$ cat src/verilog/plc_pkg.sv
/*
  Constants for the parallel line controller: width, register byte offsets,
  reset values and the bus address width.
  Assumes a 32-bit register port with byte addresses, one word per register.
*/
package plc_pkg;

  // ----------------------------------------
  // widths
  // ----------------------------------------
  localparam int PLC_LINES = 32;
  localparam int PLC_AW = 8;

  // ----------------------------------------
  // register byte offsets
  // ----------------------------------------
  localparam logic [7:0] PLC_OFS_LEVEL = 8'h00;
  localparam logic [7:0] PLC_OFS_IRQ_EN = 8'h04;
  localparam logic [7:0] PLC_OFS_IRQ_DIS = 8'h08;
  localparam logic [7:0] PLC_OFS_IRQ_MASK = 8'h0C;
  localparam logic [7:0] PLC_OFS_IRQ_STAT = 8'h10;
  localparam logic [7:0] PLC_OFS_OD_EN = 8'h14;
  localparam logic [7:0] PLC_OFS_OD_DIS = 8'h18;
  localparam logic [7:0] PLC_OFS_OD_STAT = 8'h1C;
  localparam logic [7:0] PLC_OFS_PU_DIS = 8'h20;
  localparam logic [7:0] PLC_OFS_PU_EN = 8'h24;
  localparam logic [7:0] PLC_OFS_PU_STAT = 8'h28;
  localparam logic [7:0] PLC_OFS_FN_FIRST = 8'h2C;
  localparam logic [7:0] PLC_OFS_FN_SECOND = 8'h30;
  localparam logic [7:0] PLC_OFS_FN_STAT = 8'h34;
  localparam logic [7:0] PLC_OFS_DW_EN = 8'h38;
  localparam logic [7:0] PLC_OFS_DW_DIS = 8'h3C;
  localparam logic [7:0] PLC_OFS_DW_STAT = 8'h40;
  localparam logic [7:0] PLC_OFS_PINS = 8'h44;

  // ----------------------------------------
  // reset values
  // ----------------------------------------
  localparam logic [31:0] PLC_ZERO = 32'h0000_0000;
  localparam logic [31:0] PLC_RST_LEVEL = 32'h0000_0000;
  localparam logic [31:0] PLC_RST_MASK = 32'h0000_0000;
  localparam logic [31:0] PLC_RST_OD = 32'h0000_0000;
  localparam logic [31:0] PLC_RST_PU_OFF = 32'h0000_0000;
  localparam logic [31:0] PLC_RST_FN = 32'h0000_0000;
  localparam logic [31:0] PLC_RST_DW = 32'h0000_0000;

endpackage

$ cat src/verilog/plc_top.sv
/*
  Parallel line controller, configuration half: change interrupt, open-drain,
  pull-up, function select and direct-write masking for 32 lines.
  Assumes a single-cycle strobe register port on sys_clk, pins that arrive
  asynchronously, and a drive-enable vector from same-clock logic.
*/
// Functional notes
// writing 1 to change irq enable enables that line's change interrupt
// writing 1 to change irq disable disables that line's change interrupt
// mask register reads 1 for enabled lines, 0 for disabled
// status bit sets on a detected change and holds until read
// reset clears every status bit; a status read clears all but bits set by a change in that same cycle
// writing 1 to open-drain enable turns open-drain on for that line
// writing 1 to open-drain disable turns open-drain off for that line
// open-drain line is only driven low, released for high; status reads 1
// without open-drain, both levels are driven; status reads 0
// writing 1 to pull-up disable switches that pull-up off
// writing 1 to pull-up enable switches that pull-up on
// pull-up status reads 0 when enabled, 1 when disabled
// writing 1 to first-function select routes the line to function one
// writing 1 to second-function select routes the line to function two
// function status reads 0 for first function, 1 for second
// writing 1 to direct-write enable lets level writes change that line
// writing 1 to direct-write disable makes level writes skip that line
// direct-write status reads 1 for updated lines, 0 for skipped ones
// each output level bit is the level driven: 0 low, 1 high
// a change is two differing samples; irq while status and mask both 1
`timescale 1ns/100ps

module plc_top
  import plc_pkg::*;
(
  // clock, reset, enable
  input wire logic sys_clk,
  input wire logic rst_n,
  input wire logic clk_en,
  // register port
  input wire logic [PLC_AW-1:0] bus_addr,
  input wire logic [31:0] bus_wdata,
  input wire logic bus_wr,
  input wire logic bus_rd,
  output logic [31:0] bus_rdata,
  // pins and drive control
  input wire logic [PLC_LINES-1:0] line_in,
  input wire logic [PLC_LINES-1:0] line_drive_en,
  output logic [PLC_LINES-1:0] line_out,
  output logic [PLC_LINES-1:0] line_oe,
  output logic [PLC_LINES-1:0] line_pullup_en,
  output logic [PLC_LINES-1:0] line_func_sel,
  // interrupt
  output logic change_irq
);

  // ----------------------------------------
  // state
  // ----------------------------------------
  logic [31:0] level_q;
  logic [31:0] mask_q;
  logic [31:0] stat_q;
  logic [31:0] stat_d;
  logic [31:0] od_q;
  logic [31:0] pu_on_q;
  logic [31:0] fn_q;
  logic [31:0] dw_q;
  logic [31:0] sync1_q;
  logic [31:0] sync2_q;
  logic [31:0] prev_q;
  logic fill1_q;
  logic fill2_q;
  logic fill3_q;
  logic [31:0] chg;
  logic [31:0] rdata_d;
  logic [31:0] rdata_q;
  logic irq_q;
  logic [PLC_LINES-1:0] out_q;
  logic [PLC_LINES-1:0] oe_q;

  // ----------------------------------------
  // write decode
  // ----------------------------------------
  function automatic logic wr_at(input logic [7:0] ofs);
    wr_at = clk_en && bus_wr && (bus_addr == ofs);
  endfunction

  logic rd_stat;
  assign rd_stat = clk_en && bus_rd && (bus_addr == PLC_OFS_IRQ_STAT);

  // ----------------------------------------
  // pin synchroniser and change detect
  // ----------------------------------------
  // first stage feeds only the second
  always_ff @(posedge sys_clk or negedge rst_n) begin
    if (!rst_n) begin
      sync1_q <= PLC_ZERO;
      sync2_q <= PLC_ZERO;
      prev_q <= PLC_ZERO;
      fill1_q <= 1'b0;
      fill2_q <= 1'b0;
      fill3_q <= 1'b0;
    end else if (clk_en) begin
      sync1_q <= line_in;
      sync2_q <= sync1_q;
      prev_q <= sync2_q;
      fill1_q <= 1'b1;
      fill2_q <= fill1_q;
      fill3_q <= fill2_q;
    end
  end

  // pulled-up lines idle high, so compare only once prev_q holds a real sample
  assign chg = (sync2_q ^ prev_q) & {PLC_LINES{fill3_q}};

  // ----------------------------------------
  // change status, set wins over read clear
  // ----------------------------------------
  always_comb begin
    stat_d = stat_q;
    if (rd_stat) begin
      stat_d = PLC_ZERO;
    end
    stat_d = stat_d | chg;
  end

  always_ff @(posedge sys_clk or negedge rst_n) begin
    if (!rst_n) begin
      stat_q <= PLC_ZERO;
    end else if (clk_en) begin
      stat_q <= stat_d;
    end
  end

  // ----------------------------------------
  // interrupt mask
  // ----------------------------------------
  always_ff @(posedge sys_clk or negedge rst_n) begin
    if (!rst_n) begin
      mask_q <= PLC_RST_MASK;
    end else if (wr_at(PLC_OFS_IRQ_EN)) begin
      mask_q <= mask_q | bus_wdata;
    end else if (wr_at(PLC_OFS_IRQ_DIS)) begin
      mask_q <= mask_q & ~bus_wdata;
    end
  end

  // registered, so the output trails status by one cycle
  always_ff @(posedge sys_clk or negedge rst_n) begin
    if (!rst_n) begin
      irq_q <= 1'b0;
    end else if (clk_en) begin
      irq_q <= |(stat_q & mask_q);
    end
  end

  // ----------------------------------------
  // open-drain control
  // ----------------------------------------
  always_ff @(posedge sys_clk or negedge rst_n) begin
    if (!rst_n) begin
      od_q <= PLC_RST_OD;
    end else if (wr_at(PLC_OFS_OD_EN)) begin
      od_q <= od_q | bus_wdata;
    end else if (wr_at(PLC_OFS_OD_DIS)) begin
      od_q <= od_q & ~bus_wdata;
    end
  end

  // ----------------------------------------
  // pull-up control, stored as enabled bits so the pad output is a flop
  // ----------------------------------------
  always_ff @(posedge sys_clk or negedge rst_n) begin
    if (!rst_n) begin
      pu_on_q <= ~PLC_RST_PU_OFF;
    end else if (wr_at(PLC_OFS_PU_DIS)) begin
      pu_on_q <= pu_on_q & ~bus_wdata;
    end else if (wr_at(PLC_OFS_PU_EN)) begin
      pu_on_q <= pu_on_q | bus_wdata;
    end
  end

  // ----------------------------------------
  // function select, 1 means second function
  // ----------------------------------------
  always_ff @(posedge sys_clk or negedge rst_n) begin
    if (!rst_n) begin
      fn_q <= PLC_RST_FN;
    end else if (wr_at(PLC_OFS_FN_FIRST)) begin
      fn_q <= fn_q & ~bus_wdata;
    end else if (wr_at(PLC_OFS_FN_SECOND)) begin
      fn_q <= fn_q | bus_wdata;
    end
  end

  // ----------------------------------------
  // direct-write mask and output level
  // ----------------------------------------
  always_ff @(posedge sys_clk or negedge rst_n) begin
    if (!rst_n) begin
      dw_q <= PLC_RST_DW;
    end else if (wr_at(PLC_OFS_DW_EN)) begin
      dw_q <= dw_q | bus_wdata;
    end else if (wr_at(PLC_OFS_DW_DIS)) begin
      dw_q <= dw_q & ~bus_wdata;
    end
  end

  // masked lines keep their level, so drivers can share the register
  always_ff @(posedge sys_clk or negedge rst_n) begin
    if (!rst_n) begin
      level_q <= PLC_RST_LEVEL;
    end else if (wr_at(PLC_OFS_LEVEL)) begin
      level_q <= (level_q & ~dw_q) | (bus_wdata & dw_q);
    end
  end

  // ----------------------------------------
  // pad drivers
  // ----------------------------------------
  for (genvar i = 0; i < PLC_LINES; i++) begin : g_pad
    always_ff @(posedge sys_clk or negedge rst_n) begin
      if (!rst_n) begin
        out_q[i] <= 1'b0;
        oe_q[i] <= 1'b0;
      end else if (clk_en) begin
        out_q[i] <= od_q[i] ? 1'b0 : level_q[i];
        // open-drain releases instead of driving high
        oe_q[i] <= line_drive_en[i] & (~od_q[i] | ~level_q[i]);
      end
    end
  end

  // ----------------------------------------
  // read mux
  // ----------------------------------------
  always_comb begin
    rdata_d = PLC_ZERO;
    case (bus_addr)
      PLC_OFS_LEVEL: rdata_d = level_q;
      PLC_OFS_IRQ_MASK: rdata_d = mask_q;
      PLC_OFS_IRQ_STAT: rdata_d = stat_q;
      PLC_OFS_OD_STAT: rdata_d = od_q;
      PLC_OFS_PU_STAT: rdata_d = ~pu_on_q;
      PLC_OFS_FN_STAT: rdata_d = fn_q;
      PLC_OFS_DW_STAT: rdata_d = dw_q;
      PLC_OFS_PINS: rdata_d = sync2_q;
      default: rdata_d = PLC_ZERO;
    endcase
  end

  // data stand for one enabled cycle after the strobe and hold while clk_en is low
  always_ff @(posedge sys_clk or negedge rst_n) begin
    if (!rst_n) begin
      rdata_q <= PLC_ZERO;
    end else if (clk_en) begin
      rdata_q <= bus_rd ? rdata_d : PLC_ZERO;
    end
  end

  // ----------------------------------------
  // outputs
  // ----------------------------------------
  assign bus_rdata = rdata_q;
  assign line_out = out_q;
  assign line_oe = oe_q;
  assign line_pullup_en = pu_on_q;
  assign line_func_sel = fn_q;
  assign change_irq = irq_q;
endmodule // plc_top

$ cat config.mk
export PLATFORM = sky130hd
export DESIGN_NAME = plc_top
export DESIGN_NICKNAME = d
export VERILOG_FILES = /design/src/verilog/plc_pkg.sv /design/src/verilog/plc_top.sv
export SDC_FILE = /design/constraint.sdc
export NUM_CORES = 1
export LEC_CHECK = 0
export ABC_AREA = 1
export BUFFER_PORTS_ARGS = -buffer_cell sky130_fd_sc_hd__buf_2
export CAP_MARGIN = 20
export CORE_MARGIN = 3
export CORE_UTILIZATION = 24
export DETAILED_ROUTE_END_ITERATION = 10
export RECOVER_POWER = 25
export SYNTH_ARGS = -nofsm -noshare
export SYNTH_HDL_FRONTEND = slang
export SYNTH_SLANG_ARGS = --single-unit
$ cat constraint.sdc
create_clock -name sys_clk -period 1.3 [get_ports sys_clk]
set_input_delay 0.195 -clock sys_clk [delete_from_list [all_inputs] [get_ports sys_clk]]
set_output_delay 0.195 -clock sys_clk [all_outputs]
set_load 0.1 [all_outputs]
==> results.json <==
{
  "outcome": "finished, violations left",
  "failed_checks": "negative setup slack",
  "cts.htree.levels": 2,
  "chipHeight_um": 289.7,
  "ios": 270,
  "worst-path-max-fanout": 2,
  "critical_path_required_time_ns": 1.11,
  "tritoncts": "built",
  "worst_slew_margin_rel": 0.4567,
  "layout_commonest_cell": "sky130_fd_sc_hd__nand2_1",
  "power.switching_fraction": 0.2695,
  "ys.warnings.count": 0,
  "final_min_period_over_clock_period": 1.274,
  "mappedNetlistNets": 2558,
  "antenna_found_initial": 14,
  "synth_area_sq_mm": 0.01932,
  "critical_path_type": "reg -> out",
  "grt_pass1_wl_um": 114800,
  "routability_congestion": 0.8509,
  "placed_cell_areas_sq_mm": 0.02571,
  "p_int_mw": 24.32,
  "leakage_nw": 14.53,
  "design.die.area_sq_mm": 0.08393,
  "sequentialPowerShare": 0.425,
  "tightest_slew_ns": 0.8150,
  "endpoint_kind": "primary output",
  "cts_num_sinks": 420,
  "timing.final.setup_violations": 260,
  "finClkSkew_ns": 0.03395,
  "worst_skew_pair.late_latency_ns": 0.59,
  "most-common-layout-cells": "sky130_fd_sc_hd__nand2_1 (776), sky130_fd_sc_hd__dfrtp_1 (349), sky130_fd_sc_hd__o21ai_0 (273)",
  "area_growth_syn_to_layout_pct": 52.06,
  "initial_utilization": 0.2433,
  "peakVddDrop_mv": 0.7867,
  "clkTransAtPathRegs_ns": 0.06,
  "rsz_0062_raised_after_global_routing": "true",
  "syn_avg_cell_area_sq_um": 7.888,
  "hp-class": "in -> reg",
  "grt_usage": 0.1804,
  "p_clk_frac": 0.452,
  "hold_violations": 0,
  "detail_route.wl_per_cell_um": 18.73,
  "timing.final.crit_period_ns": 1.657,
  "finish.net_count": 3108,
  "vias": 18740,
  "drt_first_iter_violations": 1454,
  "ys_seq_elements": 420,
  "detailed_place_hpwl_um": 52950,
  "netlist_instances": 2449,
  "number_of_nets_with_antenna_violations_after_detailed_routing": 0,
  "yosysTopAreaCell": "sky130_fd_sc_hd__dfrtp_1",
  "buffer_ports.inserted": 269,
  "cts_inserted_buffers": 51,
  "worst_path_largest_cell_delay_ns": 0.61,
  "maxSlewViolCount": 0,
  "ys_top_cells_by_area": "sky130_fd_sc_hd__dfrtp_1 (50%), sky130_fd_sc_hd__nand2_1 (15%), sky130_fd_sc_hd__o21ai_0 (7.8%)",
  "drt-vias-per-instance": 4.574,
  "worstRegToRegCells": 6,
  "cpMaxStageDelayCell": "sky130_fd_sc_hd__dfstp_4",
  "detail_route.first_pass.iterations": 6,
  "max-cap-violations": 0,
  "timing.fmax_mhz": 603.7,
  "cellPowerDensity_mw_per_mm2": 1134,
  "cts_buffer_depth": 3,
  "ys_seq_area_frac": 0.5461,
  "critical_path.cell_chain": "buf_6, buf_12",
  "power.net_switching_mw": 8.973,
  "dieWidth_um": 289.7,
  "route.final.wire_length_um": 76710,
  "detail_route.drc_violations": 0,
  "share_of_layout_cells_above_drive_strength_1": 0.2390,
  "grt_start_max_net_pins": 65,
  "coreArea_sq_mm": 0.07939,
  "fin_setup_tns_ns": -21.85,
  "stdcell_area_sq_mm": 0.02937,
  "synth_top_area_frac": 0.5026,
  "fp-row-count": 103,
  "power.combinational.fraction": 0.124,
  "global_route.overflow_total": 0,
  "setup_slack_ns": -0.3565,
  "min_path_cells": 5,
  "critPathLaunchType": "flop",
  "ctsRootBufferMaster": "sky130_fd_sc_hd__clkbuf_16",
  "worst_ep_arrival_ns": 1.46,
  "synth.lib_cells_used.distinct": 29,
  "first_global_vias": 18300
}
==> cell type report <==
type / count / area, sq um
diodes: 4 / 10.01
clock buffers: 75 / 1498
clock inverters: 21 / 276.5
fillers: 8039 / 50010
inverters: 245 / 923.4
multi-input cells: 1667 / 7461
flip-flops and latches: 420 / 10720
well taps: 1050 / 1314
repair buffers: 614 / 7176
==> critical path, delay by kind of cell, from the launching register on <==
family	cells	cell delay (ns)
flops	1	0.61
buf+inv	2	0.26
==> logic make-up after synthesis <==
| logic type | count (synthesis) | synth area share |
|---|---|---|
| flip-flops | 420 | 0.5461 |
| XOR/XNOR | 4 | 0.001813 |
| AND/OR/NAND/NOR | 1194 | 0.2456 |
| AO/OA/AOI/OAI | 469 | 0.1308 |
| buffers and inverters | 362 | 0.07559 |
==> path summary, 6_finish.rpt <==
path,endpoint,from,slack (ns)
min in group asynchronous,sync1_q[8],rst_n,0.26
worst min-delay path,stat_q[8],bus_rd,0.25
max in group asynchronous,sync2_q[20],rst_n,-0.06
worst min register to register,sync1_q[2],sync1_q[2],0.47
worst max register to register,bus_rdata[9],flop,0.05
worst max-delay path,line_pullup_en[3],flop,-0.36
==> power by group through the flow <==
stage | combinational (mW) | sequential [mW] | clock (mW)
2_1_floorplan | 1.09 | 15.1 | 0
3_3_place_gp | 3.73 | 14.3 | 0
3_5_place_dp | 3.77 | 14.3 | 0
4_1_cts | 4.16 | 14.1 | 15.4
5_1_grt | 4.46 | 14.2 | 16.0
6_report | 4.11 | 14.1 | 15.0
==> stage by stage <==
stage / std cells / worst slack [ns] / total power, mW / util / hold slack, ns
after global placement: 3792 / -0.4491 / 18.07 / 0.3238 / 0.07773
after floorplan: 2449 / -0.05846 / 16.22 / - / -0.1006
final: 4096 / -0.3565 / 33.30 / 0.3700 / 0.2499
after detailed placement: 3792 / -0.5071 / 18.12 / 0.3238 / 0.07569
after global routing: 4094 / -0.3995 / 34.62 / 0.3699 / 0.2582
after CTS: 4070 / -0.3941 / 33.71 / 0.3678 / 0.04505
==> cell usage after synthesis <==
library cell                instances
sky130_fd_sc_hd__nand2_2            2
sky130_fd_sc_hd__nor2_4             3
sky130_fd_sc_hd__buf_1              4
sky130_fd_sc_hd__nor2_2             3
sky130_fd_sc_hd__buf_6              3
sky130_fd_sc_hd__o21a_2             1
sky130_fd_sc_hd__nand4_1            1
sky130_fd_sc_hd__nand2_4            2
sky130_fd_sc_hd__dfstp_2           32
sky130_fd_sc_hd__buf_2             37
sky130_fd_sc_hd__nor3_2             2
sky130_fd_sc_hd__clkbuf_1          65
sky130_fd_sc_hd__dfrtp_1          388
sky130_fd_sc_hd__inv_2              6
sky130_fd_sc_hd__xnor2_1            4
sky130_fd_sc_hd__inv_1            238
sky130_fd_sc_hd__or2_2              1
sky130_fd_sc_hd__nand2_1          789
sky130_fd_sc_hd__a21oi_4            1
sky130_fd_sc_hd__buf_4              8
sky130_fd_sc_hd__o21ai_1           99
sky130_fd_sc_hd__nand3_1          153
sky130_fd_sc_hd__a22o_1            31
sky130_fd_sc_hd__o22ai_1           36
sky130_fd_sc_hd__inv_4              1
sky130_fd_sc_hd__nor3_1             3
sky130_fd_sc_hd__nor2_1           235
sky130_fd_sc_hd__o2bb2ai_1          1
sky130_fd_sc_hd__o21ai_0          300
==> metal layers <==
| metal | vias up | GRT usage | share of wire |
|---|---|---|---|
| met5 | - | 0 | 0.00035 |
| met4 | 4 | 0.04488 | 0.021 |
| met3 | 108 | 0.03443 | 0.072 |
| met2 | 640 | 0.2988 | 0.47 |
| met1 | 9047 | 0.2425 | 0.43 |
| li1 | 8936 | - | - |
==> timing repair <==
action	4_1_cts	5_1_grt
cloned	0	1
setup endpoints to repair	162	185
resized for setup	40	52
hold endpoints to repair	442	0
hold buffers	97	0
pin swaps	12	31
buffers inserted	88	25
Note: power is estimated with default switching activity, not from simulation.
